File: src/rtl/ccp_pkg.sv
// shared constants and types for the clock and loop controller
package ccp_pkg;
  // ==========================================================
  // register map (indices; byte address = index * 4)
  localparam int          ADDR_W    = 12;
  localparam logic [9:0]  IDX_RATE  = 10'h08F;
  localparam logic [9:0]  IDX_LOOP  = 10'h0A3;
  localparam logic [9:0]  IDX_DIV   = 10'h0A4;
  localparam logic [9:0]  IDX_PWR   = 10'h0B0;
  // ==========================================================
  // reset values and field positions
  localparam logic [7:0]  RATE_RST  = 8'h00;
  localparam logic [7:0]  DIV_RST   = 8'h00;
  localparam logic [1:0]  PWR_RST   = 2'h0;
  localparam int          CORE_X2_BIT = 0;
  localparam int          LOCK_BIT    = 0;
  localparam int          LOOP_EN_BIT = 1;
  localparam int          BYPASS_BIT  = 2;
  localparam int          IDLE_BIT    = 0;
  localparam int          PDOWN_BIT   = 1;
  localparam int          DIV_N_LSB   = 0;
  localparam int          DIV_R_LSB   = 4;
  localparam int          DIV_FLD_W   = 4;
  localparam int          NUM_PERIPH  = 7;
  // ==========================================================
  // bus answers
  localparam logic [1:0]  RESP_OKAY   = 2'h0;
  localparam logic [1:0]  RESP_SLVERR = 2'h2;
  // ==========================================================
  // loop model
  localparam int          EXT_CLK_MHZ   = 48;
  localparam int          LOCK_COMPARES = 8;
  localparam int          DCO_W         = 8;
  localparam logic [7:0]  DCO_INIT      = 8'h10;
  typedef enum logic [1:0] {
    CCP_LOOP_OFF  = 2'b00,
    CCP_LOOP_ACQ  = 2'b01,
    CCP_LOOP_LOCK = 2'b11
  } ccp_loop_state_t;
endpackage

File: src/rtl/ccp_clock_ctrl.sv
// clock controller top: register slave, clock enables, loop control
// Contract
// - three clock outputs: core, peripheral, USB
// - peripheral clock is base of peripheral ticks
// - each clock gated by power reduction mode
// - oscillator pin also accepts external 48 MHz
// - oscillator inverter on unless bypass bit set
// - detector compares reference and feedback, pulses
// - loop output drives USB, locked to peripheral
// - loop runs only with enable bit set
// - hardware sets lock flag on lock
// - divider register holds typical ratio-minus-one settings
// - rate selects ignored unless double speed set
// - rate select: clear six, set twelve periods
// - bypass bit two: skip loop, oscillator off
// - loop enable is control bit one
// - lock flag bit zero, cleared on unlock
//
// The AXI4-Lite interface to the registers is this design's own decision.
`timescale 1ns/1ps
module ccp_clock_ctrl #(
  parameter int LOCK_CNT = ccp_pkg::LOCK_COMPARES
) (
  input  wire logic                       aclk,            // 25 MHz clock
  input  wire logic                       aresetn,         // sync reset, low
  input  wire logic [ccp_pkg::ADDR_W-1:0] awaddr,          // write address
  input  wire logic                       awvalid,         // write address valid
  output logic                            awready,         // write address ready
  input  wire logic [31:0]                wdata,           // write data
  input  wire logic [3:0]                 wstrb,           // write byte lanes
  input  wire logic                       wvalid,          // write data valid
  output logic                            wready,          // write data ready
  output logic [1:0]                      bresp,           // write response
  output logic                            bvalid,          // write response valid
  input  wire logic                       bready,          // write response ready
  input  wire logic [ccp_pkg::ADDR_W-1:0] araddr,          // read address
  input  wire logic                       arvalid,         // read address valid
  output logic                            arready,         // read address ready
  output logic [31:0]                     rdata,           // read data
  output logic [1:0]                      rresp,           // read response
  output logic                            rvalid,          // read data valid
  input  wire logic                       rready,          // read data ready
  input  wire logic                       oscillator_input_pin, // crystal or 48 MHz source
  output logic                            osc_inverter_en, // oscillator inverter on
  output logic                            cpu_clk_en,      // core clock pulse
  output logic                            per_clk_en,      // peripheral clock pulse
  output logic                            usb_clk_en,      // USB clock pulse
  output logic [ccp_pkg::NUM_PERIPH-1:0]  periph_tick,     // per-peripheral clock pulses
  output logic                            loop_up,         // detector speed-up pulse
  output logic                            loop_down        // detector slow-down pulse
);
  // ==========================================================
  // registers
  logic [7:0] rate_ff;
  logic [7:0] div_ff;
  logic       loop_en_ff, bypass_ff;
  logic [1:0] pwr_ff;
  logic       pin_prev_ff, half_ff;
  logic       aw_hold_ff, w_hold_ff;
  logic [ccp_pkg::ADDR_W-1:0] awaddr_ff;
  logic [31:0] wdata_ff;
  logic [3:0]  wstrb_ff;
  logic        vco_tick, loop_lock;
  logic        up_raw, down_raw;

  // ==========================================================
  // write channel
  wire aw_take  = awvalid & awready;
  wire w_take   = wvalid & wready;
  wire aw_full  = aw_hold_ff | aw_take;
  wire w_full   = w_hold_ff | w_take;
  wire do_write = aw_full & w_full;
  wire nxt_aw_hold = aw_full & ~do_write;
  wire nxt_w_hold  = w_full & ~do_write;
  wire nxt_bvalid  = do_write | (bvalid & ~bready);
  wire [ccp_pkg::ADDR_W-1:0] wa  = aw_hold_ff ? awaddr_ff : awaddr;
  wire [31:0]                wd  = w_hold_ff ? wdata_ff : wdata;
  wire [3:0]                 ws  = w_hold_ff ? wstrb_ff : wstrb;
  wire [9:0]                 widx = wa[ccp_pkg::ADDR_W-1:2];
  wire wr_lane  = do_write & ws[0];
  wire w_rate   = (widx == ccp_pkg::IDX_RATE);
  wire w_loop   = (widx == ccp_pkg::IDX_LOOP);
  wire w_div    = (widx == ccp_pkg::IDX_DIV);
  wire w_pwr    = (widx == ccp_pkg::IDX_PWR);
  wire w_hit    = w_rate | w_loop | w_div | w_pwr;

  always_ff @(posedge aclk) begin
    if (!aresetn) begin
      aw_hold_ff <= 1'b0;
      w_hold_ff  <= 1'b0;
      awaddr_ff  <= '0;
      wdata_ff   <= 32'h0;
      wstrb_ff   <= 4'h0;
      awready    <= 1'b0;
      wready     <= 1'b0;
      bvalid     <= 1'b0;
      bresp      <= ccp_pkg::RESP_OKAY;
    end else begin
      aw_hold_ff <= nxt_aw_hold;
      w_hold_ff  <= nxt_w_hold;
      if (aw_take) awaddr_ff <= awaddr;
      if (w_take) wdata_ff <= wdata;
      if (w_take) wstrb_ff <= wstrb;
      awready    <= ~nxt_aw_hold & ~nxt_bvalid;
      wready     <= ~nxt_w_hold & ~nxt_bvalid;
      bvalid     <= nxt_bvalid;
      if (do_write) bresp <= w_hit ? ccp_pkg::RESP_OKAY : ccp_pkg::RESP_SLVERR;
    end
  end

  // ==========================================================
  // control registers; lock flag is hardware-owned, writes ignored
  always_ff @(posedge aclk) begin
    if (!aresetn) begin
      rate_ff    <= ccp_pkg::RATE_RST;
      div_ff     <= ccp_pkg::DIV_RST;
      loop_en_ff <= 1'b0;
      bypass_ff  <= 1'b0;
      pwr_ff     <= ccp_pkg::PWR_RST;
    end else begin
      if (wr_lane && w_rate) rate_ff <= wd[7:0];
      if (wr_lane && w_div) div_ff <= wd[7:0];
      if (wr_lane && w_loop) begin
        loop_en_ff <= wd[ccp_pkg::LOOP_EN_BIT];
        bypass_ff  <= wd[ccp_pkg::BYPASS_BIT];
      end
      if (wr_lane && w_pwr) pwr_ff <= wd[1:0];
    end
  end

  // ==========================================================
  // read channel
  wire ar_take    = arvalid & arready;
  wire nxt_rvalid = ar_take | (rvalid & ~rready);
  wire [9:0] ridx = araddr[ccp_pkg::ADDR_W-1:2];
  wire r_rate = (ridx == ccp_pkg::IDX_RATE);
  wire r_loop = (ridx == ccp_pkg::IDX_LOOP);
  wire r_div  = (ridx == ccp_pkg::IDX_DIV);
  wire r_pwr  = (ridx == ccp_pkg::IDX_PWR);
  wire r_hit  = r_rate | r_loop | r_div | r_pwr;
  wire [7:0] loop_rd = {5'h00, bypass_ff, loop_en_ff, loop_lock};
  wire [7:0] rd_byte = r_rate ? rate_ff :
                       r_loop ? loop_rd :
                       r_div  ? div_ff  :
                       r_pwr  ? {6'h00, pwr_ff} : 8'h00;

  always_ff @(posedge aclk) begin
    if (!aresetn) begin
      arready <= 1'b0;
      rvalid  <= 1'b0;
      rdata   <= 32'h0;
      rresp   <= ccp_pkg::RESP_OKAY;
    end else begin
      arready <= ~nxt_rvalid;
      rvalid  <= nxt_rvalid;
      if (ar_take) begin
        rdata <= {24'h000000, rd_byte};
        rresp <= r_hit ? ccp_pkg::RESP_OKAY : ccp_pkg::RESP_SLVERR;
      end
    end
  end

  // ==========================================================
  // source and rate division
  // the pin is one source for crystal and external clock alike;
  // each rising edge is one oscillator period
  wire osc_tick = oscillator_input_pin & ~pin_prev_ff;
  wire x2       = rate_ff[ccp_pkg::CORE_X2_BIT];
  wire slow_tick = osc_tick & half_ff;
  wire per_raw  = x2 ? osc_tick : slow_tick;
  wire idle     = pwr_ff[ccp_pkg::IDLE_BIT];
  wire pdown    = pwr_ff[ccp_pkg::PDOWN_BIT];
  // external source skips the loop entirely
  wire usb_raw  = bypass_ff ? osc_tick : (vco_tick & loop_en_ff);

  always_ff @(posedge aclk) begin
    if (!aresetn) begin
      pin_prev_ff     <= 1'b0;
      half_ff         <= 1'b0;
      osc_inverter_en <= 1'b0;
      cpu_clk_en      <= 1'b0;
      per_clk_en      <= 1'b0;
      usb_clk_en      <= 1'b0;
      loop_up         <= 1'b0;
      loop_down       <= 1'b0;
    end else begin
      pin_prev_ff     <= oscillator_input_pin;
      if (osc_tick) half_ff <= ~half_ff;
      osc_inverter_en <= ~bypass_ff;
      cpu_clk_en      <= per_raw & ~idle & ~pdown;
      per_clk_en      <= per_raw & ~pdown;
      usb_clk_en      <= usb_raw & ~pdown;
      loop_up         <= up_raw;
      loop_down       <= down_raw;
    end
  end

  // ==========================================================
  // per-peripheral rates, one per rate-select bit above the core bit
  genvar gi;
  generate
    for (gi = 0; gi < ccp_pkg::NUM_PERIPH; gi++) begin : g_periph
      // a select bit only counts while the core runs double speed
      wire fast = x2 & ~rate_ff[gi + 1];
      wire raw  = fast ? osc_tick : slow_tick;
      always_ff @(posedge aclk) begin
        if (!aresetn) begin
          periph_tick[gi] <= 1'b0;
        end else begin
          periph_tick[gi] <= raw & ~pdown;
        end
      end
    end
  endgenerate

  // ==========================================================
  // loop, referenced to the ungated peripheral clock
  ccp_loop_model #(
    .LOCK_CNT (LOCK_CNT)
  ) u_loop (
    .aclk     (aclk),
    .aresetn  (aresetn),
    .enable   (loop_en_ff & ~bypass_ff),
    .ref_tick (per_raw),
    .n_div    (div_ff[ccp_pkg::DIV_N_LSB +: ccp_pkg::DIV_FLD_W]),
    .r_div    (div_ff[ccp_pkg::DIV_R_LSB +: ccp_pkg::DIV_FLD_W]),
    .vco_tick (vco_tick),
    .up       (up_raw),
    .down     (down_raw),
    .locked   (loop_lock)
  );

  // ==========================================================
  // checks
  property p_inv_off;
    @(posedge aclk) disable iff (!aresetn) bypass_ff [*2] |-> !osc_inverter_en;
  endproperty
  a_inv_off: assert property (p_inv_off) else $error("inverter on while bypassed");

  property p_inv_on;
    @(posedge aclk) disable iff (!aresetn) !bypass_ff [*2] |-> osc_inverter_en;
  endproperty
  a_inv_on: assert property (p_inv_on) else $error("inverter off while loop selected");

  property p_pdown_gate;
    @(posedge aclk) disable iff (!aresetn) pdown |=> !cpu_clk_en && !per_clk_en && !usb_clk_en;
  endproperty
  a_pdown_gate: assert property (p_pdown_gate) else $error("clock pulse in power-down");

  property p_idle_gate;
    @(posedge aclk) disable iff (!aresetn) idle && !pdown && per_raw |=> !cpu_clk_en && per_clk_en;
  endproperty
  a_idle_gate: assert property (p_idle_gate) else $error("idle gating wrong");

  property p_rate_ignored;
    @(posedge aclk) disable iff (!aresetn) !x2 && osc_tick && !half_ff |=> periph_tick == '0;
  endproperty
  a_rate_ignored: assert property (p_rate_ignored) else $error("rate bit acted without x2");

  property p_rate_six;
    @(posedge aclk) disable iff (!aresetn)
      x2 && !rate_ff[ccp_pkg::NUM_PERIPH] && osc_tick && !pdown |=> periph_tick[ccp_pkg::NUM_PERIPH-1];
  endproperty
  a_rate_six: assert property (p_rate_six) else $error("six-period rate missing");

  property p_en_write;
    @(posedge aclk) disable iff (!aresetn)
      wr_lane && w_loop |=> loop_en_ff == $past(wd[ccp_pkg::LOOP_EN_BIT]);
  endproperty
  a_en_write: assert property (p_en_write) else $error("enable bit not stored");

  property p_usb_bypass;
    @(posedge aclk) disable iff (!aresetn) bypass_ff && osc_tick && !pdown |=> usb_clk_en;
  endproperty
  a_usb_bypass: assert property (p_usb_bypass) else $error("bypass source not on USB clock");
endmodule

File: src/rtl/ccp_loop_model.sv
// digital model of the frequency loop: dividers, detector, oscillator
`timescale 1ns/1ps
module ccp_loop_model #(
  parameter int LOCK_CNT = ccp_pkg::LOCK_COMPARES
) (
  input  wire logic       aclk,      // system clock
  input  wire logic       aresetn,   // sync reset, low
  input  wire logic       enable,    // loop enable
  input  wire logic       ref_tick,  // peripheral clock reference
  input  wire logic [3:0] n_div,     // input divider minus one
  input  wire logic [3:0] r_div,     // feedback divider minus one
  output logic            vco_tick,  // loop output pulse
  output logic            up,        // detector speed-up pulse
  output logic            down,      // detector slow-down pulse
  output logic            locked     // lock indication
);
  // ==========================================================
  // state
  ccp_pkg::ccp_loop_state_t state_ff, nxt_state;
  logic [3:0]              ref_cnt_ff, fb_cnt_ff;
  logic [ccp_pkg::DCO_W-1:0] per_ff, dco_cnt_ff;
  logic [1:0]              fb_seen_ff;
  logic [3:0]              good_ff;
  // ==========================================================
  // dividers and compare
  wire ref_edge = enable & ref_tick & (ref_cnt_ff == n_div);
  wire fb_edge  = vco_tick & (fb_cnt_ff == r_div);
  wire [1:0] fb_total = (fb_seen_ff == 2'h2) ? 2'h2 : fb_seen_ff + {1'b0, fb_edge};
  wire too_slow = ref_edge & (fb_total == 2'h0);
  wire too_fast = ref_edge & (fb_total == 2'h2);
  wire good_cmp = ref_edge & (fb_total == 2'h1);
  wire good_full = (good_ff == 4'(LOCK_CNT - 1));

  always_comb begin
    nxt_state = state_ff;
    case (state_ff)
      ccp_pkg::CCP_LOOP_OFF:  if (enable) nxt_state = ccp_pkg::CCP_LOOP_ACQ;
      ccp_pkg::CCP_LOOP_ACQ:  if (good_cmp && good_full) nxt_state = ccp_pkg::CCP_LOOP_LOCK;
      ccp_pkg::CCP_LOOP_LOCK: if (too_slow || too_fast) nxt_state = ccp_pkg::CCP_LOOP_ACQ;
      default:                nxt_state = ccp_pkg::CCP_LOOP_OFF;
    endcase
    if (!enable) nxt_state = ccp_pkg::CCP_LOOP_OFF;
  end

  always_ff @(posedge aclk) begin
    if (!aresetn || !enable) begin
      state_ff   <= ccp_pkg::CCP_LOOP_OFF;
      ref_cnt_ff <= 4'h0;
      fb_cnt_ff  <= 4'h0;
      dco_cnt_ff <= '0;
      per_ff     <= ccp_pkg::DCO_INIT;
      fb_seen_ff <= 2'h0;
      good_ff    <= 4'h0;
      vco_tick   <= 1'b0;
      up         <= 1'b0;
      down       <= 1'b0;
      locked     <= 1'b0;
    end else begin
      state_ff <= nxt_state;
      if (ref_tick) ref_cnt_ff <= (ref_cnt_ff == n_div) ? 4'h0 : ref_cnt_ff + 4'h1;
      if (vco_tick) fb_cnt_ff <= (fb_cnt_ff == r_div) ? 4'h0 : fb_cnt_ff + 4'h1;
      // oscillator period steered by the detector; clamped so it never stalls
      dco_cnt_ff <= (dco_cnt_ff >= per_ff) ? '0 : dco_cnt_ff + 1'b1;
      vco_tick   <= (dco_cnt_ff >= per_ff);
      if (too_slow && per_ff != '0) per_ff <= per_ff - 1'b1;
      if (too_fast && per_ff != '1) per_ff <= per_ff + 1'b1;
      fb_seen_ff <= ref_edge ? 2'h0 : fb_total;
      up         <= too_slow;
      down       <= too_fast;
      if (too_slow || too_fast) good_ff <= 4'h0;
      else if (good_cmp && !good_full) good_ff <= good_ff + 4'h1;
      locked     <= (nxt_state == ccp_pkg::CCP_LOOP_LOCK);
    end
  end

  // ==========================================================
  // checks
  property p_off_silent;
    @(posedge aclk) disable iff (!aresetn) !enable |=> !vco_tick && !locked;
  endproperty
  a_off_silent: assert property (p_off_silent) else $error("loop active while disabled");

  property p_lose_lock;
    @(posedge aclk) disable iff (!aresetn) (too_slow || too_fast) |=> !locked;
  endproperty
  a_lose_lock: assert property (p_lose_lock) else $error("lock kept after bad compare");

  property p_gain_lock;
    @(posedge aclk) disable iff (!aresetn) $rose(locked) |-> $past(good_cmp) && $past(enable);
  endproperty
  a_gain_lock: assert property (p_gain_lock) else $error("lock set without good compare");

  property p_up_pulse;
    @(posedge aclk) disable iff (!aresetn) too_slow && enable |=> up ##1 (!up || $past(too_slow));
  endproperty
  a_up_pulse: assert property (p_up_pulse) else $error("speed-up pulse wrong");
endmodule

File: config.mk
export PLATFORM = sky130hd
export DESIGN_NAME = ccp_clock_ctrl
export DESIGN_NICKNAME = d
export VERILOG_FILES = /design/src/rtl/ccp_pkg.sv /design/src/rtl/ccp_clock_ctrl.sv /design/src/rtl/ccp_loop_model.sv
export SDC_FILE = /design/constraint.sdc
export NUM_CORES = 1
export LEC_CHECK = 0
export ABC_AREA = 1
export BUFFER_PORTS_ARGS = -buffer_cell sky130_fd_sc_hd__clkbuf_2
export CAP_MARGIN = 30
export CORE_MARGIN = 3
export CORE_UTILIZATION = 40
export CTS_BUF_LIST = sky130_fd_sc_hd__clkbuf_16
export DETAILED_ROUTE_END_ITERATION = 10
export PLACE_DENSITY = 0.61
export SYNTH_ARGS = -nofsm -noshare
export SYNTH_HDL_FRONTEND = slang
export SYNTH_SLANG_ARGS = --single-unit
File: constraint.sdc
create_clock -name aclk -period 2.78 [get_ports aclk]
set_input_delay 0.139 -clock aclk [delete_from_list [all_inputs] [get_ports aclk]]
set_output_delay 0.139 -clock aclk [all_outputs]
set_load 0.03 [all_outputs]
; ---- Word-level counts from Yosys, hierarchy flattened
; Cells that the tools add are included.
[totals]
ff_bits = 111
in_bits = 68
out_inout_bits = 54
elab_cells = 185
[classes]
addsub = 7
order_cmp = 1
n_eq_ne = 18
mux = 27
n_bitwise = 68
reduce_logical = 20
[op_table]
columns = cell, n
row1 = "equality test 10 x 8 -> 1 bit, second input constant", 8
row2 = 2-to-1 mux 8 bit, 6
row3 = AND 1 bit, 39
row4 = NOT 1 bit, 19
row5 = "adder 8 x 1 -> 8 bit, second input constant", 2
row6 = 2-to-1 mux 2 bit, 7
row7 = "adder 4 x 1 -> 4 bit, second input constant", 3
row8 = 2-to-1 mux 12 bit, 1
row9 = 2-to-1 mux 1 bit, 10
row10 = bitwise OR 1 bit, 10
row11 = "equality test 2 bit, second input constant", 4
row12 = equality test 4 bit, 2
row13 = greater-or-equal comparator 8 bit, 1
row14 = logical AND 1 bit, 8
row15 = 2-to-1 mux 4 bit, 2
row16 = "!= test 8 bit, second input constant", 1
row17 = nonzero test 8 bit, 1
row18 = "subtractor 8 x 1 -> 8 bit, second input constant", 1
row19 = case mux 2 bit (3 select lines), 1
row20 = OR reduction 2 bit, 3
row21 = "equality test 2 x 1 -> 1 bit, second input constant", 2
row22 = "equality test 4 x 3 -> 1 bit, second input constant", 1
row23 = zero test 2 bit, 2
row24 = zero test 1 bit, 3
row25 = 3 further kinds, 4

; ---- Depth between registers and ports, before layout
; Gate-level depths: netlist of run 1.
[logic_depth]
word_depth = 12
ltp_mapped = 24
depth_no_buf = 24

; ---- By module
; From an unflattened synthesis of run 1, not the netlist that was laid out.
[unflattened]
cells_unflattened = 809
hier_area_um2 = 5615.4
[modules_own_cells]
columns = mod, instances, cells_per_inst, area_each_um2, seq_area_each_um2
row1 = ccp_clock_ctrl, 1, 514, 3443.3, 1421.4
row2 = ccp_loop_model, 1, 295, 2172.1, 720.7

; ---- Worst setup path before layout of run 1
; OpenSTA, ideal clock, no wires.
[synth_path]
path_kind = reg2reg
startpoint = register u_loop.fb_cnt_ff[1]
endpoint = register u_loop.per_ff[7] in the netlist's numbering
setup_ps = 113
arrival_ps = 2778
t_required_ps = 2667
setup_slack_ps = -111
path_stages_with_launch = 20
path_buffers = 0
synth_period_minus_slack_ps = 2891
path_cell_list = dfxtp_1 -> xor2_1 -> nor4_1 -> nand2_1 -> inv_1 -> ha_1 -> inv_1 -> nand2_1 -> nand2_1 -> o21ai_1 -> nand4_1 -> ha_1 -> a21oi_1 -> nand2_1 -> a21oi_1 -> inv_1 -> nand2_1 -> nand3_1 -> nor2_1 -> nor2_1
[synth_via]
elab_chain_cells = 8
word_cells_on_any_way = 12
cone_classes = add/sub: 1 / eq/ne: 2 / mux: 2 / bitwise: 3 / reduce/logical: 4
[synth_lines]
columns = element, line_no
row1 = "start, declared", ccp_loop_model.sv:20  ; logic [3:0] ref_cnt_ff, fb_cnt_ff;
row2 = "start signal, assigned", ccp_loop_model.sv:61  ; if (vco_tick) fb_cnt_ff <= (fb_cnt_ff == r_div) ? 4'h0 : fb_cnt_ff + 4'h1;
row3 = equality test 4 bit *, ccp_loop_model.sv:27  ; wire fb_edge = vco_tick & (fb_cnt_ff == r_div);
row4 = AND 1 bit *, ccp_loop_model.sv:27
row5 = adder 2 x 1 -> 2 bit *, ccp_loop_model.sv:28  ; wire [1:0] fb_total = (fb_seen_ff == 2'h2) ? 2'h2 : fb_seen_ff + {1'b0, fb_edge};
row6 = 2-to-1 mux 2 bit *, ccp_loop_model.sv:28
row7 = equality test 2 bit or zero test 2 bit (tied branches), "ccp_loop_model.sv:30, ccp_loop_model.sv:29"
row8 = "AND 1 bit, on equally long branches", "ccp_loop_model.sv:30, ccp_loop_model.sv:29"
row9 = "logical AND 1 bit, on equally long branches", "ccp_loop_model.sv:66, ccp_loop_model.sv:65"
row10 = 2-to-1 mux 8 bit or nonzero test 2 bit (tied branches), n/a
row11 = "end signal, assigned", ccp_loop_model.sv:51  ; per_ff <= ccp_pkg::DCO_INIT;
row12 = "end signal, assigned", ccp_loop_model.sv:65  ; if (too_slow && per_ff != '0) per_ff <= per_ff - 1'b1;
row13 = "end signal, assigned", ccp_loop_model.sv:66  ; if (too_fast && per_ff != '1) per_ff <= per_ff + 1'b1;
row14 = "end, declared", ccp_loop_model.sv:21  ; logic [ccp_pkg::DCO_W-1:0] per_ff, dco_cnt_ff;
; Mark *: on every way between the ends. The rest lies on a longest branch, timed or not.
; A chain may end at the register's enable or synchronous reset.

; ---- Worst setup path after layout of run 1
[layout_path]
startpoint = register u_loop.fb_cnt_ff[2]
endpoint = register u_loop.per_ff[6] in the netlist's numbering
; The elaborated chain is that of the path after synthesis.

==> tab_implementation.tex, run 1 <==
\begin{tabular}{lr}
\hline
Metric & Value \\
\hline
\multicolumn{2}{l}{\textbf{Outcome}} \\
Status & finished with violations \\
Violated checks & negative setup slack \\
\multicolumn{2}{l}{\textbf{Synth}} \\
Asr flop ratio synth & 0 \\
Yosys cell types & 39 \\
Synth Area in Simple Gates & 0.228 \\
Post-synthesis instance total & 737 \\
Dominant combinational cell family by area after synthesis & simple AND/OR/NAND/NOR gates \\
Compound-Gate Fraction of Synth Area & 0.160 \\
Synth Area per Inst & 7.25 µm² \\
Fraction of the yosys area taken by sequential cells & 0.401 \\
Adder and majority gate portion of the synthesized area & 0.0482 \\
Flop and latch count out of synthesis & 107 \\
Mapped cell area & 0.00535 mm² \\
Fraction of synthesized cell area in xor and xnor cells & 0.0246 \\
Multiplexer area fraction after synthesis & 0.00187 \\
Number of synthesized flops with an enable pin & 0 \\
Yosys warnings & 0 \\
Prevailing post-synth register cell & dfxtp\_1 \\
\multicolumn{2}{l}{\textbf{Setup path}} \\
Origin of the critical flop-to-flop path & u\_loop.fb\_cnt\_ff[2]\$\_SDFFE\_PP0P\_ \\
Required arrival time at the worst endpoint & 3.00 ns \\
Combined buffer and inverter count along the critical path & 5 \\
Worst reg2reg path depth & 22 \\
Library cell appearing most often on the critical path & nand2\_1 \\
Data arrival time of the worst path & 3.13 ns \\
Crit path max-delay family & simple AND/OR/NAND/NOR gates \\
Max FO, Critical Path & 8 \\
Slowest stage delay, CP & 0.34 ns \\
Critical path start-end classification & flip-flop to flip-flop \\
Stages on worst setup path & 22 \\
Critical Path Start Type & flip-flop \\
Worst-path cell with the longest stage delay & dfxtp\_2 \\
End of the worst register-to-register path & u\_loop.per\_ff[6]\$\_SDFFE\_PP0P\_ \\
Register-to-register path setup slack & -0.13 ns \\
Cell Chain, Critical Path & inv\_1, nand2\_1, nand4\_1, nor4\_2, nand2\_1, inv\_1, ha\_2, inv\_2, nand2\_2, nand2\_2, o21ai\_2, nand4\_1, buf\_6, buf\_6, ha\_4, a21oi\_2, nand2\_1, nand2\_1, nand2\_1, a21oi\_2, xor2\_1, a21oi\_1 \\
Worst setup EP type & flip-flop \\
\multicolumn{2}{l}{\textbf{STA}} \\
Setup violators final & 4 \\
Final critical delay including setup and external delays & 2.91 ns \\
Total negative slack for setup checks & -0.215 ns \\
Number of max-slew violations in the final report & 0 \\
PnR worst setup slack & -0.129 ns \\
Max frequency & 344 MHz \\
Clk\_skew & 0.00790 ns \\
Worst slew margin relative to its limit & 0.606 \\
Hold Violations, Final & 0 \\
RSZ-0062 raised after global routing & yes \\
Crit share post-route & 1.05 \\
Post-route worst hold slack & 0.0193 ns \\
Transition at the pin with the smallest max-transition slack & 0.590 ns \\
\multicolumn{2}{l}{\textbf{CTS}} \\
Max Root-Sink Buffers & 2 \\
Number of clock sinks seen by CTS & 107 \\
Insertion delay to the later sink of the worst-skew pair & 0.35 ns \\
Clock root buffer & clkbuf\_16 \\
Clock tree from TritonCTS & built \\
Deepest level of the CTS H-tree & 3 \\
Clk slew on worst S/H paths & 0.07 ns \\
Clock buffer count from CTS & 9 \\
\multicolumn{2}{l}{\textbf{Finish}} \\
Final nets & 902 \\
Share of final-layout standard cells stronger than drive strength 1 & 0.189 \\
Area Growth Syn to Fin & 17.1\% \\
Number of inserted filler cells in the final layout & 1,256 \\
Sequential standard cell area & 0.00215 mm² \\
Ant. Diodes & 0 \\
Total area of multi-input combinational cells & 0.00267 mm² \\
Summed area of non-filler cells in the final layout & 0.00626 mm² \\
\multicolumn{2}{l}{\textbf{Floorplanning}} \\
Die Outline Area & 0.0148 mm² \\
Number of rows created at floorplan & 41 \\
Number of primary I/O pins & 122 \\
Chip Width & 122 µm \\
Vertical extent of the die & 122 µm \\
Starting density of the core & 0.417 \\
Area inside the core boundary & 0.0128 mm² \\
\multicolumn{2}{l}{\textbf{Place}} \\
Post-detailed-placement cell area & 0.00581 mm² \\
Number of input and output port buffers inserted & 64 \\
Half-perimeter wire length after placement & 9.05 mm \\
Final weighted congestion in routability-driven placement & 0.815 \\
\multicolumn{2}{l}{\textbf{Pwr}} \\
VDD IR-drop max & 0.220 mV \\
Areal power density over the cells & 519 mW/mm² \\
Leakage power figure & 2.82 nW \\
\multicolumn{2}{l}{\textbf{Detailed routing}} \\
Post-detailed-route via-to-cell ratio & 4.78 \\
Detailed Route WL & 11.9 mm \\
Residual DRC count & 0 \\
Post-DR wirelength/cell & 12.0 µm \\
Initial detailed-routing violation count & 269 \\
DR vias & 4,736 \\
Post-detailed-route count of antenna-violating nets & 0 \\
Number of search-and-repair iterations in the first detailed-routing pass & 4 \\
\multicolumn{2}{l}{\textbf{Job}} \\
Maximum Capacitance Violations & 0 \\
\multicolumn{2}{l}{\textbf{Global route}} \\
Pin count of the biggest net entering global routing & 54 \\
Number of global-route vias before repair & 4,589 \\
Gr usage total & 0.169 \\
Gr ovfl total & 0 \\
Number of antenna violations at the first check in global routing & 0 \\
Wire length of the first global-routing pass & 20.4 mm \\
\multicolumn{2}{l}{\textbf{Hold path}} \\
Hold Path Cell Cnt & 3 \\
Hold path start & oscillator\_input\_pin \\
Worst Hold Path EP & pin\_prev\_ff\$\_SDFF\_PN0\_ \\
Hold WC Path Type & input port to flip-flop \\
\hline
\end{tabular}
layout by cell type, fill, tap and decap left out, types with 14 or more instances in the layout:
cell	synthesis	routed
nor2_1	87	87
o21ai_0	53	53
buf_4	26	20
nand2_1	130	126
ha_1	19	14
nand3_1	18	17
a21oi_1	66	63
clkbuf_2	0	64
inv_1	108	108
conb_1	1	26
dfxtp_1	107	103
stage by stage:
stage	cells	worst slack (ns)	util	total power, mW
detailed placement	971	-0.189	0.453	1.95
global placement	971	-0.0668	0.453	1.94
finish	991	-0.129	0.488	3.25
global route	991	-0.362	0.488	3.40
CTS	988	0.00625	0.483	3.29
floorplan	762	-0.0971	-	1.89
per-layer routing:
layer | up-vias | part of all wire | track usage
li1 | 2468 | - | -
met4 | 0 | 0.017 | 0.0665
met3 | 15 | 0.044 | 0.0260
met1 | 2158 | 0.49 | 0.223
met2 | 95 | 0.45 | 0.279
met5 | - | 0 | 0
state kept, by name, indices dropped and copies added (netlist names), 7 cells and up:
| name | cells |
|---|---|
| u_loop.dco_cnt_ff | 8 |
| div_ff | 8 |
| awaddr_ff | 10 |
| periph_tick | 7 |
| rdata | 8 |
| rate_ff | 8 |
| u_loop.per_ff | 8 |
| wdata_ff | 8 |
cell families after synthesis:
family	after synthesis
other	1
buffers and inverters	158
AO/OA/AOI/OAI	155
AND/OR/NAND/NOR	280
multiplexers	1
flip-flops	107
adder cells (fa/ha/maj)	20
XOR/XNOR	15
cell type report:
| class | instances | area share |
|---|---|---|
| sequential | 107 | 0.343 |
| multi-input combinational | 497 | 0.427 |
| clock inverter | 7 | 0.0136 |
| timing repair buffer | 86 | 0.0787 |
| tap | 172 | 0.0344 |
| clock buffer | 9 | 0.0360 |
| inverter | 113 | 0.0677 |
cells in the mapped netlist (all sizes together) (2+ instances only):
cell | count | share of area
a21oi | 67 | 0.063
a31oi | 2 | 0.0023
buf | 32 | 0.047
clkbuf | 13 | 0.0091
dfxtp | 107 | 0.40
ha | 19 | 0.044
inv | 113 | 0.079
nand2 | 136 | 0.098
nand3 | 20 | 0.022
nand3b | 4 | 0.0056
nand4 | 10 | 0.012
nor2 | 95 | 0.074
nor3 | 8 | 0.0084
nor4 | 3 | 0.0035
o211ai | 8 | 0.011
o21ai | 69 | 0.068
o221ai | 5 | 0.0082
or2 | 4 | 0.0047
xnor2 | 6 | 0.0098
xor2 | 9 | 0.015
where the power goes:
| part | internal [mW] | total (mW) | switching (mW) |
|---|---|---|---|
| logic | 0.0851 | 0.308 | 0.223 |
| clock network | 0.780 | 1.34 | 0.558 |
| registers | 1.58 | 1.60 | 0.0277 |
worst register-to-register path: cells and delay by family, from the launching register on:
kind	cells	cell delay, ns
adder cells (fa/ha/maj)	2	0.39
AND/OR/NAND/NOR	10	0.97
buffers and inverters	5	0.45
flip-flops	1	0.34
XOR/XNOR	1	0.15
AO/OA/AOI/OAI	4	0.50
how the worst max path moves through the flow:
stage | to | start | slack [ns]
4_1_cts | u_loop.per_ff[6]$_SDFFE_PP0P_ | u_loop.fb_cnt_ff[2]$_SDFFE_PP0P_ | 0.006
5_1_grt | u_loop.per_ff[6]$_SDFFE_PP0P_ | div_ff[7]$_SDFFE_PN0P_ | -0.36
2_1_floorplan | u_loop.per_ff[7]$_SDFFE_PP0P_ | u_loop.fb_cnt_ff[1]$_SDFFE_PP0P_ | -0.1
3_3_place_gp | u_loop.per_ff[7]$_SDFFE_PP0P_ | u_loop.fb_cnt_ff[2]$_SDFFE_PP0P_ | -0.07
6_report | u_loop.per_ff[6]$_SDFFE_PP0P_ | u_loop.fb_cnt_ff[2]$_SDFFE_PP0P_ | -0.13
3_5_place_dp | u_loop.per_ff[7]$_SDFFE_PP0P_ | u_loop.fb_cnt_ff[2]$_SDFFE_PP0P_ | -0.19
timing repair:
action	in CTS	in global routing
hold buffers	0	0
gates resized for setup	9	16
endpoints found under the setup margin	4	4
setup buffers	1	3
hold endpoints to repair	0	0
pin swaps	1	13
Power figures use the tool's default switching activity.
==> run 2: changes to the inputs <==
--- a/config.mk
+++ b/config.mk
@@ -15,4 +15,5 @@
 export PLACE_DENSITY = 0.61
 export SYNTH_ARGS = -nofsm -noshare
 export SYNTH_HDL_FRONTEND = slang
+export SYNTH_HIERARCHICAL = 1
 export SYNTH_SLANG_ARGS = --single-unit
==> run 2 against run 1 <==
- the flow now finishes without violations
- wire length grew 3.7%
- sequential share of layout area shrank 1.7 points
- via count grew 4.7%
- final cell count grew 8.4%
- flip-flop and latch count is the same
- critical path type unchanged
- largest cell class unchanged
==> tab_implementation.tex, run 2 <==
\begin{tabular}{lr}
\hline
Metric & Value \\
\hline
\multicolumn{2}{l}{\textbf{CTS}} \\
Number of clock sinks seen by CTS & 107 (unchanged) \\
Clk slew on worst S/H paths & 0.08 ns (was 0.07 ns) \\
Clock buffer count from CTS & 9 (unchanged) \\
Clock root buffer & clkbuf\_16 (unchanged) \\
Clock tree from TritonCTS & built (unchanged) \\
Deepest level of the CTS H-tree & 3 (unchanged) \\
Max Root-Sink Buffers & 2 (unchanged) \\
Insertion delay to the later sink of the worst-skew pair & 0.34 ns (was 0.35 ns) \\
\multicolumn{2}{l}{\textbf{Global route}} \\
Wire length of the first global-routing pass & 21.0 mm (was 20.4 mm) \\
Number of antenna violations at the first check in global routing & 0 (unchanged) \\
Gr ovfl total & 0 (unchanged) \\
Number of global-route vias before repair & 4,473 (was 4,589) \\
Pin count of the biggest net entering global routing & 36 (was 54) \\
Gr usage total & 0.161 (was 0.169) \\
\multicolumn{2}{l}{\textbf{Synth}} \\
Post-synthesis instance total & 809 (was 737) \\
Yosys warnings & 6 (was 0) \\
Yosys cell types & 41 (was 39) \\
Fraction of the yosys area taken by sequential cells & 0.381 (was 0.401) \\
Prevailing post-synth register cell & dfxtp\_1 (unchanged) \\
Cell types occupying the most area after synthesis & dfxtp\_1, nand2\_1, inv\_1 (unchanged) \\
Flop and latch count out of synthesis & 107 (unchanged) \\
Number of synthesized flops with an enable pin & 0 (unchanged) \\
Area share of the largest cell type after synthesis & 0.381 (was 0.401) \\
Most numerous cell in the Yosys netlist & nand2\_1 (unchanged) \\
Synth area leader & dfxtp\_1 (unchanged) \\
Asr flop ratio synth & 0 (unchanged) \\
Top cells by count, synth & nand2\_1, inv\_1, nor2\_1 (was nand2\_1, inv\_1, dfxtp\_1) \\
Mapped cell area & 0.00562 mm² (was 0.00535 mm²) \\
Synth Area per Inst & 6.94 µm² (was 7.25 µm²) \\
\multicolumn{2}{l}{\textbf{Job}} \\
Maximum Capacitance Violations & 0 (unchanged) \\
\multicolumn{2}{l}{\textbf{Floorplanning}} \\
Number of primary I/O pins & 122 (unchanged) \\
Vertical extent of the die & 124 µm (was 122 µm) \\
Area inside the core boundary & 0.0135 mm² (was 0.0128 mm²) \\
Chip Width & 124 µm (was 122 µm) \\
Starting density of the core & 0.416 (was 0.417) \\
Die Outline Area & 0.0155 mm² (was 0.0148 mm²) \\
Number of rows created at floorplan & 42 (was 41) \\
\multicolumn{2}{l}{\textbf{Detailed routing}} \\
Number of search-and-repair iterations in the first detailed-routing pass & 5 (was 4) \\
Initial detailed-routing violation count & 376 (was 269) \\
Post-detailed-route count of antenna-violating nets & 0 (unchanged) \\
Detailed Route WL & 12.4 mm (was 11.9 mm) \\
Post-DR wirelength/cell & 11.5 µm (was 12.0 µm) \\
DR vias & 4,960 (was 4,736) \\
Residual DRC count & 0 (unchanged) \\
Post-detailed-route via-to-cell ratio & 4.62 (was 4.78) \\
\multicolumn{2}{l}{\textbf{Pwr}} \\
Cell-internal power & 2.28 mW (was 2.44 mW) \\
Areal power density over the cells & 473 mW/mm² (was 519 mW/mm²) \\
Part of the total power dissipated in the clock network & 0.377 (was 0.412) \\
Switching share of power & 0.271 (was 0.249) \\
Leakage power figure & 3.10 nW (was 2.82 nW) \\
Total power of the final layout & 3.13 mW (was 3.25 mW) \\
Sequential share of power & 0.513 (was 0.493) \\
Combinational share of power & 0.110 (was 0.095) \\
Switching power & 0.846 mW (was 0.808 mW) \\
VDD IR-drop max & 0.253 mV (was 0.220 mV) \\
\multicolumn{2}{l}{\textbf{STA}} \\
Worst slew margin relative to its limit & 0.589 (was 0.606) \\
Transition at the pin with the smallest max-transition slack & 0.614 ns (was 0.590 ns) \\
Hold Violations, Final & 0 (unchanged) \\
Setup violators final & 0 (was 4) \\
Final critical delay including setup and external delays & 2.76 ns (was 2.91 ns) \\
Clk\_skew & 0.00778 ns (was 0.00790 ns) \\
Crit share post-route & 0.994 (was 1.05) \\
Number of max-slew violations in the final report & 0 (unchanged) \\
Max frequency & 362 MHz (was 344 MHz) \\
RSZ-0062 raised after global routing & yes (unchanged) \\
\multicolumn{2}{l}{\textbf{Place}} \\
Number of input and output port buffers inserted & 64 (unchanged) \\
Final weighted congestion in routability-driven placement & 0.818 (was 0.815) \\
Half-perimeter wire length after placement & 9.19 mm (was 9.05 mm) \\
\multicolumn{2}{l}{\textbf{Setup path}} \\
Worst-path cell with the longest stage delay & ha\_4 (was dfxtp\_2) \\
Critical path start-end classification & flip-flop to flip-flop (unchanged) \\
Crit path max-delay family & simple AND/OR/NAND/NOR gates (unchanged) \\
Cell Chain, Critical Path & xnor2\_2, nand4\_1, nor2\_2, ha\_2, nand2\_2, nand2\_2, inv\_4, nand4\_4, ha\_4, a21oi\_2, o21ai\_2, nand2\_2, nand2\_2, a21oi\_2, xor2\_1, a21oi\_2 (was inv\_1, nand2\_1, nand4\_1, nor4\_2, nand2\_1, inv\_1, ha\_2, inv\_2, nand2\_2, nand2\_2, o21ai\_2, nand4\_1, buf\_6, buf\_6, ha\_4, a21oi\_2, nand2\_1, nand2\_1, nand2\_1, a21oi\_2, xor2\_1, a21oi\_1) \\
Worst setup EP type & flip-flop (unchanged) \\
Required arrival time at the worst endpoint & 3.01 ns (was 3.00 ns) \\
Critical Path Start Type & flip-flop (unchanged) \\
Max FO, Critical Path & 5 (was 8) \\
Data arrival time of the worst path & 2.99 ns (was 3.13 ns) \\
Library cell appearing most often on the critical path & nand2\_2 (was nand2\_1) \\
Combined buffer and inverter count along the critical path & 1 (was 5) \\
Slowest stage delay, CP & 0.35 ns (was 0.34 ns) \\
\multicolumn{2}{l}{\textbf{Finish}} \\
Area Growth Syn to Fin & 17.7\% (was 17.1\%) \\
Sequential standard cell area & 0.00215 mm² (about the same) \\
Most common cell after layout, fill and taps aside & nand2\_1 (unchanged) \\
Largest reg by FF count & awaddr\_ff (unchanged) \\
Share of final-layout standard cells stronger than drive strength 1 & 0.199 (was 0.189) \\
Final Util & 0.489 (was 0.488) \\
Total area of multi-input combinational cells & 0.00296 mm² (was 0.00267 mm²) \\
Ant. Diodes & 0 (unchanged) \\
Number of inserted filler cells in the final layout & 1,365 (was 1,256) \\
Commonest cells after routing, fill and taps aside & nand2\_1, inv\_1, nor2\_1, dfxtp\_1, clkbuf\_2 (was nand2\_1, inv\_1, dfxtp\_1, nor2\_1, clkbuf\_2) \\
Final nets & 982 (was 902) \\
Number of flip-flops under the largest register name & 10 (unchanged) \\
\multicolumn{2}{l}{\textbf{Outcome}} \\
Status & complete, no violations (was finished with violations) \\
\multicolumn{2}{l}{\textbf{Hold path}} \\
Hold WC Path Type & input port to flip-flop (unchanged) \\
\hline
\end{tabular}
==> run 2: cell types whose count changed in the layout (fill, tap and decap cells not counted), moves of 5 or more <==
cell      before  now
nor2_1        87  114
o21ai_2        6    1
buf_4         20   26
o211ai_1       8    1
inv_1        108  120
a21oi_1       63   51
or2_2          4   10
nand2_1      126  166
nand3_1       17   26
==> run 2: final cells by class <==
cell class / instances / area share
Sequential cell: 107 / 0.325
Clock inverter: 7 / 0.00663
Timing Repair Buffer: 91 / 0.0795
Multi-Input combinational cell: 558 / 0.448
Clock buffer: 9 / 0.0341
Tap cell: 176 / 0.0333
Inverter: 126 / 0.0727
==> run 2: power by group through the flow <==
stage	sequential [mW]	combinational, mW	clock, mW
2_1_floorplan	1.67	0.251	0
3_3_place_gp	1.64	0.339	0
3_5_place_dp	1.64	0.342	0
4_1_cts	1.60	0.345	1.22
5_1_grt	1.61	0.388	1.28
6_report	1.60	0.344	1.18
==> run 2: final timing paths <==
kind / cells past startpoint / slack, ns / startpoint / to
setup / recovery: 16 / 0.02 / div_ff[6]$_SDFFE_PN0P_ / u_loop/per_ff[6]$_SDFFE_PP0P_
hold / removal: 3 / 0.06 / awaddr[9] / awaddr_ff[9]$_SDFFE_PN0P_
setup reg to reg: 16 / 0.02 / div_ff[6]$_SDFFE_PN0P_ / u_loop/per_ff[6]$_SDFFE_PP0P_
hold reg to reg: 2 / 0.42 / u_loop/up$_SDFF_PP0_ / loop_up$_SDFF_PN0_
==> run 2: what timing repair did <==
item / 4_1_cts / 5_1_grt
pin swaps: 0 / 17
cloned: 1 / 0
gates resized for setup: 4 / 36
endpoints found under the hold margin: 1 / 0
endpoints found under the setup margin: 3 / 5
hold buffers: 1 / 0
setup buffers: 0 / 3
==> run 2: cells by family after synthesis <==
| kind of cell | Yosys count | synth area share |
|---|---|---|
| simple gates | 364 | 0.283 |
| buf+inv | 170 | 0.141 |
| compound gates | 130 | 0.121 |
| flops | 107 | 0.381 |
| fa+ha+maj | 21 | 0.0481 |
| xor+xnor | 16 | 0.0250 |
| other cells | 1 | 0.000668 |
==> run 2: worst min-delay path, delay by kind of cell <==
family / cells / cell delay (ns)
AO/OA/AOI/OAI: 1 / 0.08
buffers and inverters: 1 / 0.09
AND/OR/NAND/NOR: 1 / 0.07
==> run 2: through the flow <==
stage	setup WS, ns	hold WS, ns	setup TNS (ns)	area [µm²]	std cells
finish	0.0154	0.0610	0	6610	1074
global route	-0.185	0.0892	-0.570	6610	1074
CTS	0.0114	0.0452	0	6430	1071
detailed placement	-0.0870	0.345	-0.124	6110	1053
global placement	0.0261	0.337	0	6110	1053
floorplan	0.0506	0.232	0	5710	834
==> run 2: layer usage <==
metal / part of all wire / global-route usage / up-vias
li1: - / - / 2661
met1: 0.50 / 0.231 / 2174
met2: 0.43 / 0.240 / 114
met3: 0.052 / 0.0339 / 11
met4: 0.013 / 0.0522 / 0
met5: 0 / 0 / -
==> run 3: changes to the inputs <==
--- a/config.mk
+++ b/config.mk
@@ -10,8 +10,8 @@
 export CAP_MARGIN = 30
 export CORE_MARGIN = 3
 export CORE_UTILIZATION = 40
-export CTS_BUF_LIST = sky130_fd_sc_hd__clkbuf_16
 export DETAILED_ROUTE_END_ITERATION = 10
+export MAX_ROUTING_LAYER = met4
 export PLACE_DENSITY = 0.61
 export SYNTH_ARGS = -nofsm -noshare
 export SYNTH_HDL_FRONTEND = slang
==> constraint.sdc (replaced) <==
create_clock -name aclk -period 2.46 [get_ports aclk]
set_input_delay 0.123 -clock aclk [delete_from_list [all_inputs] [get_ports aclk]]
set_output_delay 0.123 -clock aclk [all_outputs]
set_load 0.03 [all_outputs]
==> run 3 against run 2 <==
- largest power group unchanged
- maximum frequency up 2.1%
- largest cell class unchanged
- the run now ends with negative setup slack left
- critical endpoint unchanged
- combinational power up 14%
- die area unchanged
- worst hold slack worse by 0.023 ns
- clock skew up 0.0024 ns
==> tab_implementation.tex, run 3 (synthesized netlist as in run 2, its figures left out) <==
\begin{tabular}{lr}
\hline
Metric & Value \\
\hline
\multicolumn{2}{l}{\textbf{Outcome}} \\
Status & finished with violations (was complete, no violations) \\
Violated checks & negative setup slack \\
\multicolumn{2}{l}{\textbf{Detailed routing}} \\
Post-detailed-route via-to-cell ratio & 4.56 (was 4.62) \\
Residual DRC count & 0 (unchanged) \\
Post-detailed-route count of antenna-violating nets & 0 (unchanged) \\
Initial detailed-routing violation count & 215 (was 376) \\
Detailed Route WL & 12.3 mm (was 12.4 mm) \\
Number of search-and-repair iterations in the first detailed-routing pass & 4 (was 5) \\
Post-DR wirelength/cell & 11.3 µm (was 11.5 µm) \\
DR vias & 4,982 (was 4,960) \\
\multicolumn{2}{l}{\textbf{Hold path}} \\
Worst Hold Path EP & wdata\_ff[2]\$\_SDFFE\_PN0P\_ (was awaddr\_ff[9]\$\_SDFFE\_PN0P\_) \\
Hold Path Cell Cnt & 3 (unchanged) \\
Hold WC Path Type & input port to flip-flop (unchanged) \\
Hold path start & wdata[2] (was awaddr[9]) \\
\multicolumn{2}{l}{\textbf{Floorplanning}} \\
Number of rows created at floorplan & 42 (unchanged) \\
Number of primary I/O pins & 122 (unchanged) \\
Vertical extent of the die & 124 µm (unchanged) \\
Die Outline Area & 0.0155 mm² (unchanged) \\
Starting density of the core & 0.416 (unchanged) \\
Chip Width & 124 µm (unchanged) \\
Area inside the core boundary & 0.0135 mm² (unchanged) \\
\multicolumn{2}{l}{\textbf{Finish}} \\
Number of flip-flops under the largest register name & 10 (unchanged) \\
Commonest cells after routing, fill and taps aside & nand2\_1, inv\_1, nor2\_1, dfxtp\_1, clkbuf\_2 (unchanged) \\
Area Growth Syn to Fin & 22.4\% (was 17.7\%) \\
Largest reg by FF count & awaddr\_ff (unchanged) \\
Final nets & 1,001 (was 982) \\
Share of final-layout standard cells stronger than drive strength 1 & 0.219 (was 0.199) \\
Sequential standard cell area & 0.00215 mm² (unchanged) \\
Number of inserted filler cells in the final layout & 1,374 (was 1,365) \\
Final Util & 0.509 (was 0.489) \\
Most common cell after layout, fill and taps aside & nand2\_1 (unchanged) \\
Total area of multi-input combinational cells & 0.00301 mm² (was 0.00296 mm²) \\
Ant. Diodes & 0 (unchanged) \\
\multicolumn{2}{l}{\textbf{STA}} \\
RSZ-0062 raised after global routing & yes (unchanged) \\
Clk\_skew & 0.0101 ns (was 0.00778 ns) \\
Hold Violations, Final & 0 (unchanged) \\
PnR worst setup slack & -0.247 ns (was 0.0154 ns) \\
Number of max-slew violations in the final report & 0 (unchanged) \\
Final critical delay including setup and external delays & 2.71 ns (was 2.76 ns) \\
Crit share post-route & 1.10 (was 0.994) \\
Transition at the pin with the smallest max-transition slack & 0.590 ns (was 0.614 ns) \\
Max frequency & 369 MHz (was 362 MHz) \\
Post-route worst hold slack & 0.0378 ns (was 0.0610 ns) \\
Total negative slack for setup checks & -0.871 ns (was 0 ns) \\
Worst slew margin relative to its limit & 0.605 (was 0.589) \\
Setup violators final & 6 (was 0) \\
\multicolumn{2}{l}{\textbf{Setup path}} \\
Origin of the critical flop-to-flop path & div\_ff[7]\$\_SDFFE\_PN0P\_ (was div\_ff[6]\$\_SDFFE\_PN0P\_) \\
Max FO, Critical Path & 5 (unchanged) \\
Worst reg2reg path depth & 18 (was 16) \\
Worst setup EP type & flip-flop (unchanged) \\
Data arrival time of the worst path & 2.96 ns (was 2.99 ns) \\
End of the worst register-to-register path & u\_loop/per\_ff[6]\$\_SDFFE\_PP0P\_ (unchanged) \\
Register-to-register path setup slack & -0.25 ns (was 0.02 ns) \\
Required arrival time at the worst endpoint & 2.71 ns (was 3.01 ns) \\
Critical path start-end classification & flip-flop to flip-flop (unchanged) \\
Critical Path Start Type & flip-flop (unchanged) \\
\multicolumn{2}{l}{\textbf{Place}} \\
Number of input and output port buffers inserted & 64 (unchanged) \\
Final weighted congestion in routability-driven placement & 0.821 (was 0.818) \\
DP Worst Slack & -0.285 ns (was -0.0870 ns) \\
Half-perimeter wire length after placement & 9.28 mm (was 9.19 mm) \\
\multicolumn{2}{l}{\textbf{Global route}} \\
Number of antenna violations at the first check in global routing & 0 (unchanged) \\
Wire length of the first global-routing pass & 21.5 mm (was 21.0 mm) \\
Pin count of the biggest net entering global routing & 46 (was 36) \\
Gr usage total & 0.169 (was 0.161) \\
Number of global-route vias before repair & 4,648 (was 4,473) \\
Gr ovfl total & 0 (unchanged) \\
\multicolumn{2}{l}{\textbf{CTS}} \\
Clock root buffer & clkbuf\_16 (unchanged) \\
Clk slew on worst S/H paths & 0.08 ns (about the same) \\
Max Root-Sink Buffers & 2 (unchanged) \\
Deepest level of the CTS H-tree & 3 (unchanged) \\
Clock tree from TritonCTS & built (unchanged) \\
Clock buffer count from CTS & 9 (unchanged) \\
Number of clock sinks seen by CTS & 107 (unchanged) \\
Insertion delay to the later sink of the worst-skew pair & 0.35 ns (was 0.34 ns) \\
\multicolumn{2}{l}{\textbf{Pwr}} \\
VDD IR-drop max & 0.515 mV (was 0.253 mV) \\
Areal power density over the cells & 557 mW/mm² (was 473 mW/mm²) \\
Leakage power figure & 3.22 nW (was 3.10 nW) \\
\multicolumn{2}{l}{\textbf{Job}} \\
Maximum Capacitance Violations & 0 (unchanged) \\
\hline
\end{tabular}
[run 3: cell count changes in the layout (fill, tap and decap cells not counted), sizes merged]
cell    delta
buf       +19
clkinv     -3
bufinv     +2
inv        +1
[run 3: area by class of cell]
type                            instances  area share
Clock inverter                          7      0.0162
Inverter                              126      0.0699
Timing Repair Buffer                  110      0.0978
Tap cell                              176      0.0320
Clock buffer                            9      0.0328
Multi-Input combinational cell        558       0.438
Sequential cell                       107       0.313
[run 3: worst max-delay path: stages, from the launching register on]
cell	delay, ns
dfxtp_2	0.32
xnor2_1	0.16
nand4_1	0.17
nor2_2	0.21
ha_4	0.16
inv_1	0.05
nand2_2	0.07
nand3_2	0.10
nand2_4	0.10
inv_4	0.05
nand4_4	0.16
inv_2	0.06
fa_2	0.40
o21ai_2	0.14
nand2_1	0.10
nand2_1	0.08
a21oi_2	0.06
xor2_1	0.15
a21oi_2	0.07
[run 3: power breakdown]
group / total [mW] / internal (mW) / switching [mW]
registers: 1.81 / 1.78 / 0.0286
logic: 0.391 / 0.113 / 0.278
clock network: 1.63 / 0.922 / 0.709
[run 3: metal layers]
metal / part of all wire / routed length (µm) / track usage / vias up
li1: - / - / - / 2697
met1: 0.51 / 6300 / 0.225 / 2168
met2: 0.43 / 5330 / 0.258 / 106
met3: 0.046 / 568 / 0.0425 / 11
met4: 0.011 / 139 / 0.0393 / 0
met5: 0 / 0 / - / -
[run 3: worst max-delay path by stage]
stage | endpoint | depth (start not counted) | slack (ns) | start
floorplan | u_loop/per_ff[7]$_SDFFE_PP0P_ | 17 | -0.15 | u_loop/fb_cnt_ff[2]$_SDFFE_PP0P_
global placement | u_loop/per_ff[6]$_SDFFE_PP0P_ | 18 | -0.24 | u_loop/fb_cnt_ff[3]$_SDFFE_PP0P_
detailed placement | u_loop/per_ff[6]$_SDFFE_PP0P_ | 18 | -0.28 | u_loop/fb_cnt_ff[3]$_SDFFE_PP0P_
CTS | u_loop/per_ff[5]$_SDFFE_PP0P_ | 16 | -0.19 | u_loop/fb_cnt_ff[0]$_SDFFE_PP0P_
global route | u_loop/per_ff[6]$_SDFFE_PP0P_ | 18 | -0.46 | div_ff[7]$_SDFFE_PN0P_
finish | u_loop/per_ff[6]$_SDFFE_PP0P_ | 18 | -0.25 | div_ff[7]$_SDFFE_PN0P_
[run 3: timing repair]
action | 4_1_cts | 5_1_grt
setup buffers | 2 | 3
cloned | 1 | 0
setup endpoints to repair | 6 | 6
pin swaps | 5 | 21
resized for setup | 6 | 25
hold endpoints to repair | 1 | 0
hold buffers | 1 | 0
[run 3: stage by stage]
step | cell area [µm²] | cells | power [mW]
after floorplan | 5790 | 834 | 2.17
after global placement | 6320 | 1070 | 2.24
after detailed placement | 6320 | 1070 | 2.24
after CTS | 6730 | 1090 | 3.89
after global routing | 6870 | 1093 | 4.00
final | 6870 | 1093 | 3.83
